### src/adcp_pkg.sv
// Package of constants and carrier types for the result byte port
package adcp_pkg;

  // Result layout
  localparam int MAG_W          = 12;
  localparam int RES_W          = 14;
  localparam int LO_W           = 8;
  localparam int HI_W           = 6;
  localparam int FULL_SCALE     = 4096;
  localparam int POL_BIT        = 12;
  localparam int OVR_BIT        = 13;

  // Register byte addresses
  localparam logic [7:0] ADDR_CTRL   = 8'h00;
  localparam logic [7:0] ADDR_STAT   = 8'h04;
  localparam logic [7:0] ADDR_IRQ    = 8'h08;
  localparam logic [7:0] ADDR_MASK   = 8'h0c;
  localparam logic [7:0] ADDR_SAMPLE = 8'h10;
  localparam logic [7:0] ADDR_RESULT = 8'h14;

  // Control field positions
  localparam int CTRL_RUN  = 0;
  localparam int CTRL_MODE = 1;

  // Interrupt bits
  localparam int IRQ_DONE = 0;
  localparam int IRQ_XFER = 1;
  localparam int IRQ_DROP = 2;
  localparam int IRQ_W    = 3;

  // Reset values
  localparam logic [1:0]       CTRL_RST = 2'h0;
  localparam logic [IRQ_W-1:0] MASK_RST = 3'h0;

  // Conversion timing in internal clock cycles
  localparam int CONV_CYCLES = 64;

  // AXI responses
  localparam logic [1:0] RESP_OKAY   = 2'h0;
  localparam logic [1:0] RESP_SLVERR = 2'h2;

  // Handshake states, one-hot
  typedef enum logic [3:0] {
    HS_IDLE = 4'h1,
    HS_HIGH = 4'h2,
    HS_LOW  = 4'h4,
    HS_DONE = 4'h8
  } adcp_hs_type;

  // Result word
  typedef struct packed {
    logic             ovr;
    logic             pol;
    logic [MAG_W-1:0] mag;
  } adcp_result_type;

  // Pin bundle toward the data lines
  typedef struct packed {
    logic [RES_W-1:0] data_o;
    logic [RES_W-1:0] data_oe;
  } adcp_pins_type;

  // All state of the port
  typedef struct packed {
    adcp_hs_type      hs;
    adcp_result_type  latched;
    logic [15:0]      conv_cnt;
    logic             busy;
    logic             status;
    logic             mode_d;
    logic             trig;
    logic             load_n;
    logic             hi_en;
    logic             lo_en;
    logic [1:0]       ctrl;
    logic [IRQ_W-1:0] irq;
    logic [IRQ_W-1:0] mask;
    logic [MAG_W:0]   sample;
    logic             aw_ok;
    logic             w_ok;
    logic [7:0]       awaddr;
    logic [31:0]      wdata;
    logic [3:0]       wstrb;
    logic             send_lo;
    logic             bvalid;
    logic [1:0]       bresp;
    logic             rvalid;
    logic [31:0]      rdata;
    logic [1:0]       rresp;
    logic [1:0]       sync_ce;
    logic [1:0]       sync_hb;
    logic [1:0]       sync_lb;
    logic [1:0]       sync_send;
  } adcp_state_type;

endpackage

### src/adcp_port.sv
// Result byte output port of a dual-slope converter, with AXI4-Lite control
// Behaviour
// - Input twice reference gives 4096 counts
// - Load low: each byte by own enable
// - Load acts as master enable directly
// - Both enables drive all 14 outputs
// - Undriven outputs released for shared bus
// - Status falls when new result ready
// - Run/hold register bit starts conversions
// - Handshake load strobe rises to latch
// - Byte enables become byte flag outputs
// - Send high strobes next byte out
// - Send low holds byte and position
// - Send returns high, advance sequence
// - Mode high sends every result
// - Mode rising edge starts single sequence
// - High byte first, low enable ends
// - Result during handshake is discarded
//
// Decided for this implementation: the placing of the registers and the AXI4-Lite slave port.
`timescale 1ns/10ps
module adcp_port
  import adcp_pkg::*;
#(
  parameter int CONV_LEN = adcp_pkg::CONV_CYCLES
)(
  // Clock, reset, enable
  input  wire logic                      aclk,
  input  wire logic                      aresetn,
  input  wire logic                      clk_en,
  // AXI4-Lite write address
  input  wire logic                      s_axi_awvalid,
  output logic                           s_axi_awready,
  input  wire logic [7:0]                s_axi_awaddr,
  // AXI4-Lite write data
  input  wire logic                      s_axi_wvalid,
  output logic                           s_axi_wready,
  input  wire logic [31:0]               s_axi_wdata,
  input  wire logic [3:0]                s_axi_wstrb,
  // AXI4-Lite write response
  output logic                           s_axi_bvalid,
  input  wire logic                      s_axi_bready,
  output logic [1:0]                     s_axi_bresp,
  // AXI4-Lite read
  input  wire logic                      s_axi_arvalid,
  output logic                           s_axi_arready,
  input  wire logic [7:0]                s_axi_araddr,
  output logic                           s_axi_rvalid,
  input  wire logic                      s_axi_rready,
  output logic [31:0]                    s_axi_rdata,
  output logic [1:0]                     s_axi_rresp,
  // Converter pins
  input  wire logic                      load_n_i,
  output logic                           load_n_o,
  output logic                           load_n_oe,
  input  wire logic                      high_byte_enable_n_i,
  output logic                           high_byte_enable_n_o,
  output logic                           high_byte_enable_n_oe,
  input  wire logic                      low_byte_enable_n_i,
  output logic                           low_byte_enable_n_o,
  output logic                           low_byte_enable_n_oe,
  input  wire logic                      send_i,
  output adcp_pkg::adcp_pins_type        data_pins,
  output logic                           status_o,
  // Interrupt
  output logic                           irq_o
);

  // Elaboration check
  if (CONV_LEN < 4 || CONV_LEN > 65535)
  begin : g_bad_len
    $error("CONV_LEN out of range");
  end

  adcp_state_type s_r;
  adcp_state_type s_nxt;

  // Byte layout of a result
  function automatic logic [RES_W-1:0] pack_res(input adcp_result_type r);
    pack_res = {r.ovr, r.pol, r.mag};
  endfunction

  // Map a sign-magnitude count to a result, magnitude passed through unchanged
  function automatic adcp_result_type scale(input logic [MAG_W:0] smp);
    adcp_result_type r;
    r.pol = smp[MAG_W];
    r.mag = smp[MAG_W-1:0];
    r.ovr = (smp[MAG_W-1:0] == 12'hfff);        // Top code flags overrange
    scale = r;
  endfunction

  logic hs_mode;
  logic run;
  logic aw_go;
  logic ar_go;
  logic w_go;
  logic [RES_W-1:0] word;
  logic conv_end;

  assign hs_mode = s_r.ctrl[CTRL_MODE];
  assign run     = s_r.ctrl[CTRL_RUN];
  assign word    = pack_res(s_r.latched);
  assign conv_end = s_r.busy && (s_r.conv_cnt == 16'(CONV_LEN - 1));

  // Handshake outputs may be combinational
  assign s_axi_awready = !s_r.aw_ok && !s_r.bvalid;
  assign s_axi_wready  = !s_r.w_ok && !s_r.bvalid;
  assign s_axi_arready = !s_r.rvalid;
  assign aw_go = s_axi_awvalid && s_axi_awready;
  assign w_go  = s_axi_wvalid && s_axi_wready;
  assign ar_go = s_axi_arvalid && s_axi_arready;

  assign s_axi_bvalid = s_r.bvalid;
  assign s_axi_bresp  = s_r.bresp;
  assign s_axi_rvalid = s_r.rvalid;
  assign s_axi_rdata  = s_r.rdata;
  assign s_axi_rresp  = s_r.rresp;
  assign status_o     = s_r.status;
  assign irq_o        = |(s_r.irq & s_r.mask);

  // Pin direction: control pins are outputs only in handshake mode
  assign load_n_o             = s_r.load_n;
  assign load_n_oe            = hs_mode;
  assign high_byte_enable_n_o = !s_r.hi_en;
  assign high_byte_enable_n_oe = hs_mode;
  assign low_byte_enable_n_o  = !s_r.lo_en;
  assign low_byte_enable_n_oe = hs_mode;

  // Data lines: enables from the sequencer in handshake mode, else decoded from synchronised pins
  always_comb
  begin
    logic hi_on;
    logic lo_on;
    hi_on = 1'b0;
    lo_on = 1'b0;
    if (hs_mode)
    begin
      hi_on = s_r.hi_en;
      lo_on = s_r.lo_en;
    end
    else
    begin
      // Load is master; low load leaves each byte to its enable
      hi_on = !s_r.sync_ce[1] && !s_r.sync_hb[1];
      lo_on = !s_r.sync_ce[1] && !s_r.sync_lb[1];  // Both on: all 14 lines
    end
    data_pins.data_o  = word;
    data_pins.data_oe = {{HI_W{hi_on}}, {LO_W{lo_on}}};  // Off lines released
  end

  // Next-state logic
  always_comb
  begin
    logic send;
    logic [31:0] rd;
    logic        wr_mapped;
    logic        rd_mapped;
    logic [IRQ_W-1:0] ev;
    s_nxt = s_r;
    ev    = '0;
    rd    = 32'h0;
    rd_mapped = 1'b1;
    wr_mapped = 1'b1;

    // Two-flop synchronisers on pins
    s_nxt.sync_ce   = {s_r.sync_ce[0], load_n_i};
    s_nxt.sync_hb   = {s_r.sync_hb[0], high_byte_enable_n_i};
    s_nxt.sync_lb   = {s_r.sync_lb[0], low_byte_enable_n_i};
    s_nxt.sync_send = {s_r.sync_send[0], send_i};
    // Direct mode needs nothing from the host on send; it is ignored there
    send = s_r.sync_send[1];

    // Conversion sequencer under run/hold
    s_nxt.status = s_r.busy;
    if (!s_r.busy)
    begin
      if (run)
      begin
        s_nxt.busy     = 1'b1;
        s_nxt.conv_cnt = 16'h0;
      end
    end
    else if (conv_end)
    begin
      s_nxt.busy = 1'b0;
      if (s_r.hs == HS_IDLE)
      begin
        s_nxt.latched = scale(s_r.sample);
        ev[IRQ_DONE]  = 1'b1;                       // Status drops on the edge after next
        if (hs_mode)
          s_nxt.trig = 1'b1;                        // Every result sent
      end
      else
        ev[IRQ_DROP] = 1'b1;                        // Result lost mid-handshake
    end
    else
      s_nxt.conv_cnt = s_r.conv_cnt + 16'h1;

    // Mode rising edge requests one sequence
    s_nxt.mode_d = hs_mode;
    if (hs_mode && !s_r.mode_d)
      s_nxt.trig = 1'b1;

    // Handshake byte sequencer
    // Each byte waits for send to drop and then return, so a slow receiver
    // never misses a strobe; one flag remembers that the low phase was seen
    s_nxt.load_n = 1'b1;
    case (s_r.hs)
      HS_IDLE:
      begin
        s_nxt.hi_en   = 1'b0;
        s_nxt.lo_en   = 1'b0;
        s_nxt.send_lo = 1'b0;
        if (s_r.trig && hs_mode)
        begin
          s_nxt.trig  = 1'b0;
          s_nxt.hs    = HS_HIGH;                    // High byte first
          s_nxt.hi_en = 1'b1;
        end
      end
      HS_HIGH:
      begin
        // Receiver must finish before next result
        if (send)
        begin
          s_nxt.load_n  = 1'b0;                     // Rises next cycle to latch
          s_nxt.send_lo = 1'b0;
          s_nxt.hs      = HS_LOW;
        end
      end
      HS_LOW:
      begin
        if (s_r.hi_en)
        begin
          if (!send)
          begin
            // Receiver busy: keep byte driven, hold place
            s_nxt.send_lo = 1'b1;
          end
          else if (s_r.send_lo)
          begin
            // Byte taken and send back high: advance
            s_nxt.hi_en   = 1'b0;
            s_nxt.lo_en   = 1'b1;
            s_nxt.send_lo = 1'b0;
          end
        end
        else if (s_r.lo_en && send && s_r.load_n)
        begin
          s_nxt.load_n = 1'b0;
          s_nxt.hs     = HS_DONE;
        end
      end
      HS_DONE:
      begin
        if (!send)
        begin
          s_nxt.send_lo = 1'b1;
        end
        else if (s_r.send_lo && s_r.load_n)
        begin
          s_nxt.lo_en   = 1'b0;                     // Low enable returns high
          s_nxt.send_lo = 1'b0;
          s_nxt.hs      = HS_IDLE;
          ev[IRQ_XFER]  = 1'b1;
        end
      end
      default:
      begin
        s_nxt.hs    = HS_IDLE;
        s_nxt.hi_en = 1'b0;
        s_nxt.lo_en = 1'b0;
      end
    endcase

    // Mode dropped mid-sequence: abandon it, else it would wait forever
    // for a receiver that no longer sees the strobes
    if (!hs_mode && s_r.hs != HS_IDLE)
    begin
      s_nxt.hs      = HS_IDLE;
      s_nxt.hi_en   = 1'b0;
      s_nxt.lo_en   = 1'b0;
      s_nxt.send_lo = 1'b0;
    end

    // AXI write channel capture
    if (aw_go)
    begin
      s_nxt.aw_ok  = 1'b1;
      s_nxt.awaddr = s_axi_awaddr;
    end
    if (w_go)
    begin
      s_nxt.w_ok  = 1'b1;
      s_nxt.wdata = s_axi_wdata;
      s_nxt.wstrb = s_axi_wstrb;                    // Strobe is gone by commit time
    end
    if (s_r.aw_ok && s_r.w_ok)
    begin
      s_nxt.aw_ok  = 1'b0;
      s_nxt.w_ok   = 1'b0;
      s_nxt.bvalid = 1'b1;
      case (s_r.awaddr)
        ADDR_CTRL:
        begin
          if (s_r.wstrb[0])
            s_nxt.ctrl = s_r.wdata[1:0];
        end
        ADDR_IRQ:
        begin
          if (s_r.wstrb[0])
            s_nxt.irq = s_r.irq & ~s_r.wdata[IRQ_W-1:0];
        end
        ADDR_MASK:
        begin
          if (s_r.wstrb[0])
            s_nxt.mask = s_r.wdata[IRQ_W-1:0];
        end
        ADDR_SAMPLE: s_nxt.sample = s_r.wdata[MAG_W:0];
        default:     wr_mapped = 1'b0;
      endcase
      s_nxt.bresp = wr_mapped ? RESP_OKAY : RESP_SLVERR;
    end
    if (s_r.bvalid && s_axi_bready)
      s_nxt.bvalid = 1'b0;

    // Events set after clear so a same-cycle event wins
    s_nxt.irq = s_nxt.irq | ev;

    // AXI read channel
    if (ar_go)
    begin
      case (s_axi_araddr)
        ADDR_CTRL:   rd = {30'h0, s_r.ctrl};
        ADDR_STAT:   rd = {27'h0, s_r.hs, s_r.status};
        ADDR_IRQ:    rd = {29'h0, s_r.irq};
        ADDR_MASK:   rd = {29'h0, s_r.mask};
        ADDR_SAMPLE: rd = {19'h0, s_r.sample};
        ADDR_RESULT: rd = {18'h0, word};
        default:     rd_mapped = 1'b0;
      endcase
      s_nxt.rvalid = 1'b1;
      s_nxt.rdata  = rd;
      s_nxt.rresp  = rd_mapped ? RESP_OKAY : RESP_SLVERR;
    end
    else if (s_r.rvalid && s_axi_rready)
      s_nxt.rvalid = 1'b0;
  end

  // State register
  always_ff @(posedge aclk)
  begin
    if (!aresetn)
    begin
      s_r           <= '0;
      s_r.hs        <= HS_IDLE;
      s_r.load_n    <= 1'b1;
      s_r.ctrl      <= CTRL_RST;
      s_r.mask      <= MASK_RST;
      s_r.sync_ce   <= 2'h3;
      s_r.sync_hb   <= 2'h3;
      s_r.sync_lb   <= 2'h3;
      s_r.sync_send <= 2'h3;
    end
    else if (clk_en)
      s_r <= s_nxt;
  end

endmodule // adcp_port

### config.mk
export PLATFORM = sky130hd
export DESIGN_NAME = adcp_port
export DESIGN_NICKNAME = d
export VERILOG_FILES = /design/src/adcp_pkg.sv /design/src/adcp_port.sv
export SDC_FILE = /design/constraint.sdc
export NUM_CORES = 1
export LEC_CHECK = 0
export BUFFER_PORTS_ARGS = -buffer_cell sky130_fd_sc_hd__buf_2
export CAP_MARGIN = 25
export CORE_MARGIN = 2
export CORE_UTILIZATION = 39
export CTS_CLUSTER_SIZE = 30
export DETAILED_ROUTE_END_ITERATION = 8
export PLACE_DENSITY_LB_ADDON = 0.3
export SLEW_MARGIN = 10
export SYNTH_ARGS = -nofsm -noshare
export SYNTH_HDL_FRONTEND = slang
export SYNTH_SLANG_ARGS = --single-unit
### constraint.sdc
create_clock -name aclk -period 4.2 [get_ports aclk]
set_clock_uncertainty 0.2 [all_clocks]
set_input_delay 0.84 -clock aclk [delete_from_list [all_inputs] [get_ports aclk]]
set_output_delay 0.84 -clock aclk [all_outputs]
set_load 0.005 [all_outputs]
==> impl_results.md <==
* Share of synthesized flip-flops with an asynchronous set or reset at 0%
* Gates resized, CTS repair at 0
* Average via count per standard cell at 5.039
* Clock Sinks at 113
* Port buffer count at 98
* Count of state elements after synthesis at 113
* RSZ-0062 raised after global routing: false
* Pwr dens at 419.0 nW/um2
* Post-CTS Hold Buffers at 0
* P&R area growth vs syn at 13.96%
* Vias in the first global route at 4131
* Synth cell types at 64
* Fraction of layout cells with a size suffix above 1 at 20.45%
* Max Fclk at 350.9 MHz
* CP cell instances: o31ai_1, buf_2
* Final cell count without fillers at 888
* Max Cap Violations at 0
* Period utilisation layout at 67.86%
* Area of the mapped netlist at 5674 um2
* Core Box Area at 14370 um2
* Drt pass-1 iters at 5
* Count of antenna-violating nets left after detailed routing at 0
* CP max stage delay at 0.64 ns
* Die height at 124.6 um
* Post-Synth Simple-Gate Area at 24.28%
* Yosys warning total at 0
* CTS tree: built
* Leak at 2.600 nW
* H-Tree Depth at 4
* Antenna diodes at 0
* Mapped Cells at 653
* Post-synth top area share at 39.87%
* Critical-path maximum fanout at 19
* Most common cell in the netlist: dfxtp_1
* Relative slew slack at 37.82%
* Biggest area consumer among synthesized cells: dfxtp_1
* Clock transition at path regs at 0.05 ns
* Setup_tns at 0 ns
* Sequential Area at 2262 um2
* Initial drt markers at 364
* Die Span X at 124.6 um
* Remaining Overflow, GRT at 0
* Area of the multi-input gates at 2805 um2
* Primary FF master, synth: dfxtp_1
* Hold WS at 0.2521 ns
* Synth Area in Adders at 0.2205%
* Family with the most delay on the worst path: compound AO/OA/AOI/OAI gates
* FILL cells at 1389
* Fin crit period at 2.850 ns
* VDD IR max at 0.0002917 V
* Largest family of logic cells by synthesized area: simple AND/OR/NAND/NOR gates
* Inst Count DP at 859
* Detailed-route via count at 4475
* Num rows at 44
* CP Buf/Inv Count at 1
* Pre-CTS WS at 1.302 ns
* WL final at 12200 um
* Crit. End Element: output pin
* Commonest cells in the netlist: dfxtp_1, nand2_1, buf_4
* I/O pin total at 141
* Endpoints failing hold at 0
* Total track usage at 15.84%
* XOR/XNOR Fraction of Synth Area at 1.698%
* Largest net degree at the start of global routing at 49
* Synth Area in Compound Gates at 13.14%
* Crit path launch type: flip-flop
* Starting Density at 39.49%
* Hold WC Path Type: reg -> reg
* Initial antenna violation count at 0
* Nets at 759
* Mean Syn Cell Area at 8.689 um2
* Gpl congestion at 0.8020
* Final Power at 0.002710 W
* Clock Latency Late Sink at 0.41 ns
* Setup Viol. Count Final at 0
* Post-synth EDFFs at 0
* Synth top area cells: dfxtp_1, buf_4, mux2i_1
* Clk root buf: clkbuf_16
* Clock tree buffer depth at 2
* Worst path slowest cell: o31ai_1
* Worst slew pin tran at 0.9297 ns
* WP data arrival at 1.81 ns
* Total CTS buffers at 17
* First-pass GRT wire length at 20360 um
* Final number of max-transition violations at 0
* Crit Path Category: reg -> out
* Dpl hpwl at 8484 um
* Number of remaining DRC errors at 0
* Postcts setup bufs at 0
* Die area at 15530 um2
* CP required at 3.16 ns
* Status: finished clean
* Setup ws final at 1.350 ns
* Mux contribution to synthesized area at 8.776%
* Drt wl/cell at 13.73 um
* Sequential area share after synthesis at 39.87%
## cell families (layout without fill, tap and decap cells)
group | after synthesis | in the layout
AOI/OAI and AO/OA | 113 | 113
xor gates and xnor gates | 11 | 11
adders and majority gates | 1 | 1
buffers and inverters | 109 | 141
DFF | 113 | 113
muxes | 47 | 47
other | 1 | 20
and+or+nand+nor | 258 | 258
## power breakdown
group          internal, W  switching (W)
clock             0.000984       0.000464
combinational    0.0000622      0.0000851
sequential         0.00109      0.0000206
## registers in the layout, summed over array words and instances (netlist names)
name	flops
status_o	1
data_pins	14
s_r	72
s_axi_rdata	14
s_axi_bresp	1
s_axi_bvalid	1
s_nxt	5
high_byte_enable_n_oe	1
s_axi_rresp	1
s_axi_rvalid	1
run	1
load_n_o	1
## tightest hold or removal path, delay by kind of cell (launching register included)
family             cells  cell delay (ns)
and+or+nand+nor        1             0.05
DFF                    1             0.31
AOI/OAI and AO/OA      1             0.05
## layer usage
layer,global-route usage (%),share of wire [%],vias up
met1,21.53,49,2060
met2,23.88,43,141
met3,4.768,6.0,22
li1,-,-,2252
met4,5.552,1.6,0
met5,0,0,-
## cell type report
cell class / instances / share of cell area (%)
clock buffers: 24 / 7.604
clock inverters: 5 / 1.587
inverters: 9 / 0.5224
multi-input cells: 450 / 43.38
flip-flops and latches: 113 / 34.98
well taps: 184 / 3.560
repair buffers: 103 / 8.359
## worst paths after layout
kind / cells after the start / slack (ns) / to / from
worst max register to register: 5 / 1.59 / data_pins[16] / s_r[123]
worst max-delay path: 2 / 1.35 / data_pins[5] / high_byte_enable_n_oe
worst min register to register: 2 / 0.25 / s_r[105] / s_r[63]
worst min-delay path: 2 / 0.25 / s_r[105] / s_r[63]
## stage by stage
stage | cell area (um2) | utilization (%)
final | 6466 | 45.00
after global placement | 5872 | 40.87
after detailed placement | 5872 | 40.87
after global routing | 6466 | 45.00
after floorplan | 5746 | -
after CTS | 6466 | 45.00
## layout by cell type (no fill, tap or decap), types with 6 or more instances in the layout
cell,Yosys,routed
o21ai_0,36,36
and2_1,10,10
nor2b_1,28,28
nor2_1,26,26
a21oi_1,9,9
conb_1,1,20
nand3_1,33,33
buf_2,7,98
xnor2_1,6,6
a21boi_0,34,34
dfxtp_1,113,113
and3_1,9,9
clkbuf_16,0,17
nor3_1,8,8
nand2_1,107,107
mux2i_1,43,43
inv_1,9,9
(Power assumes the default switching activity.)
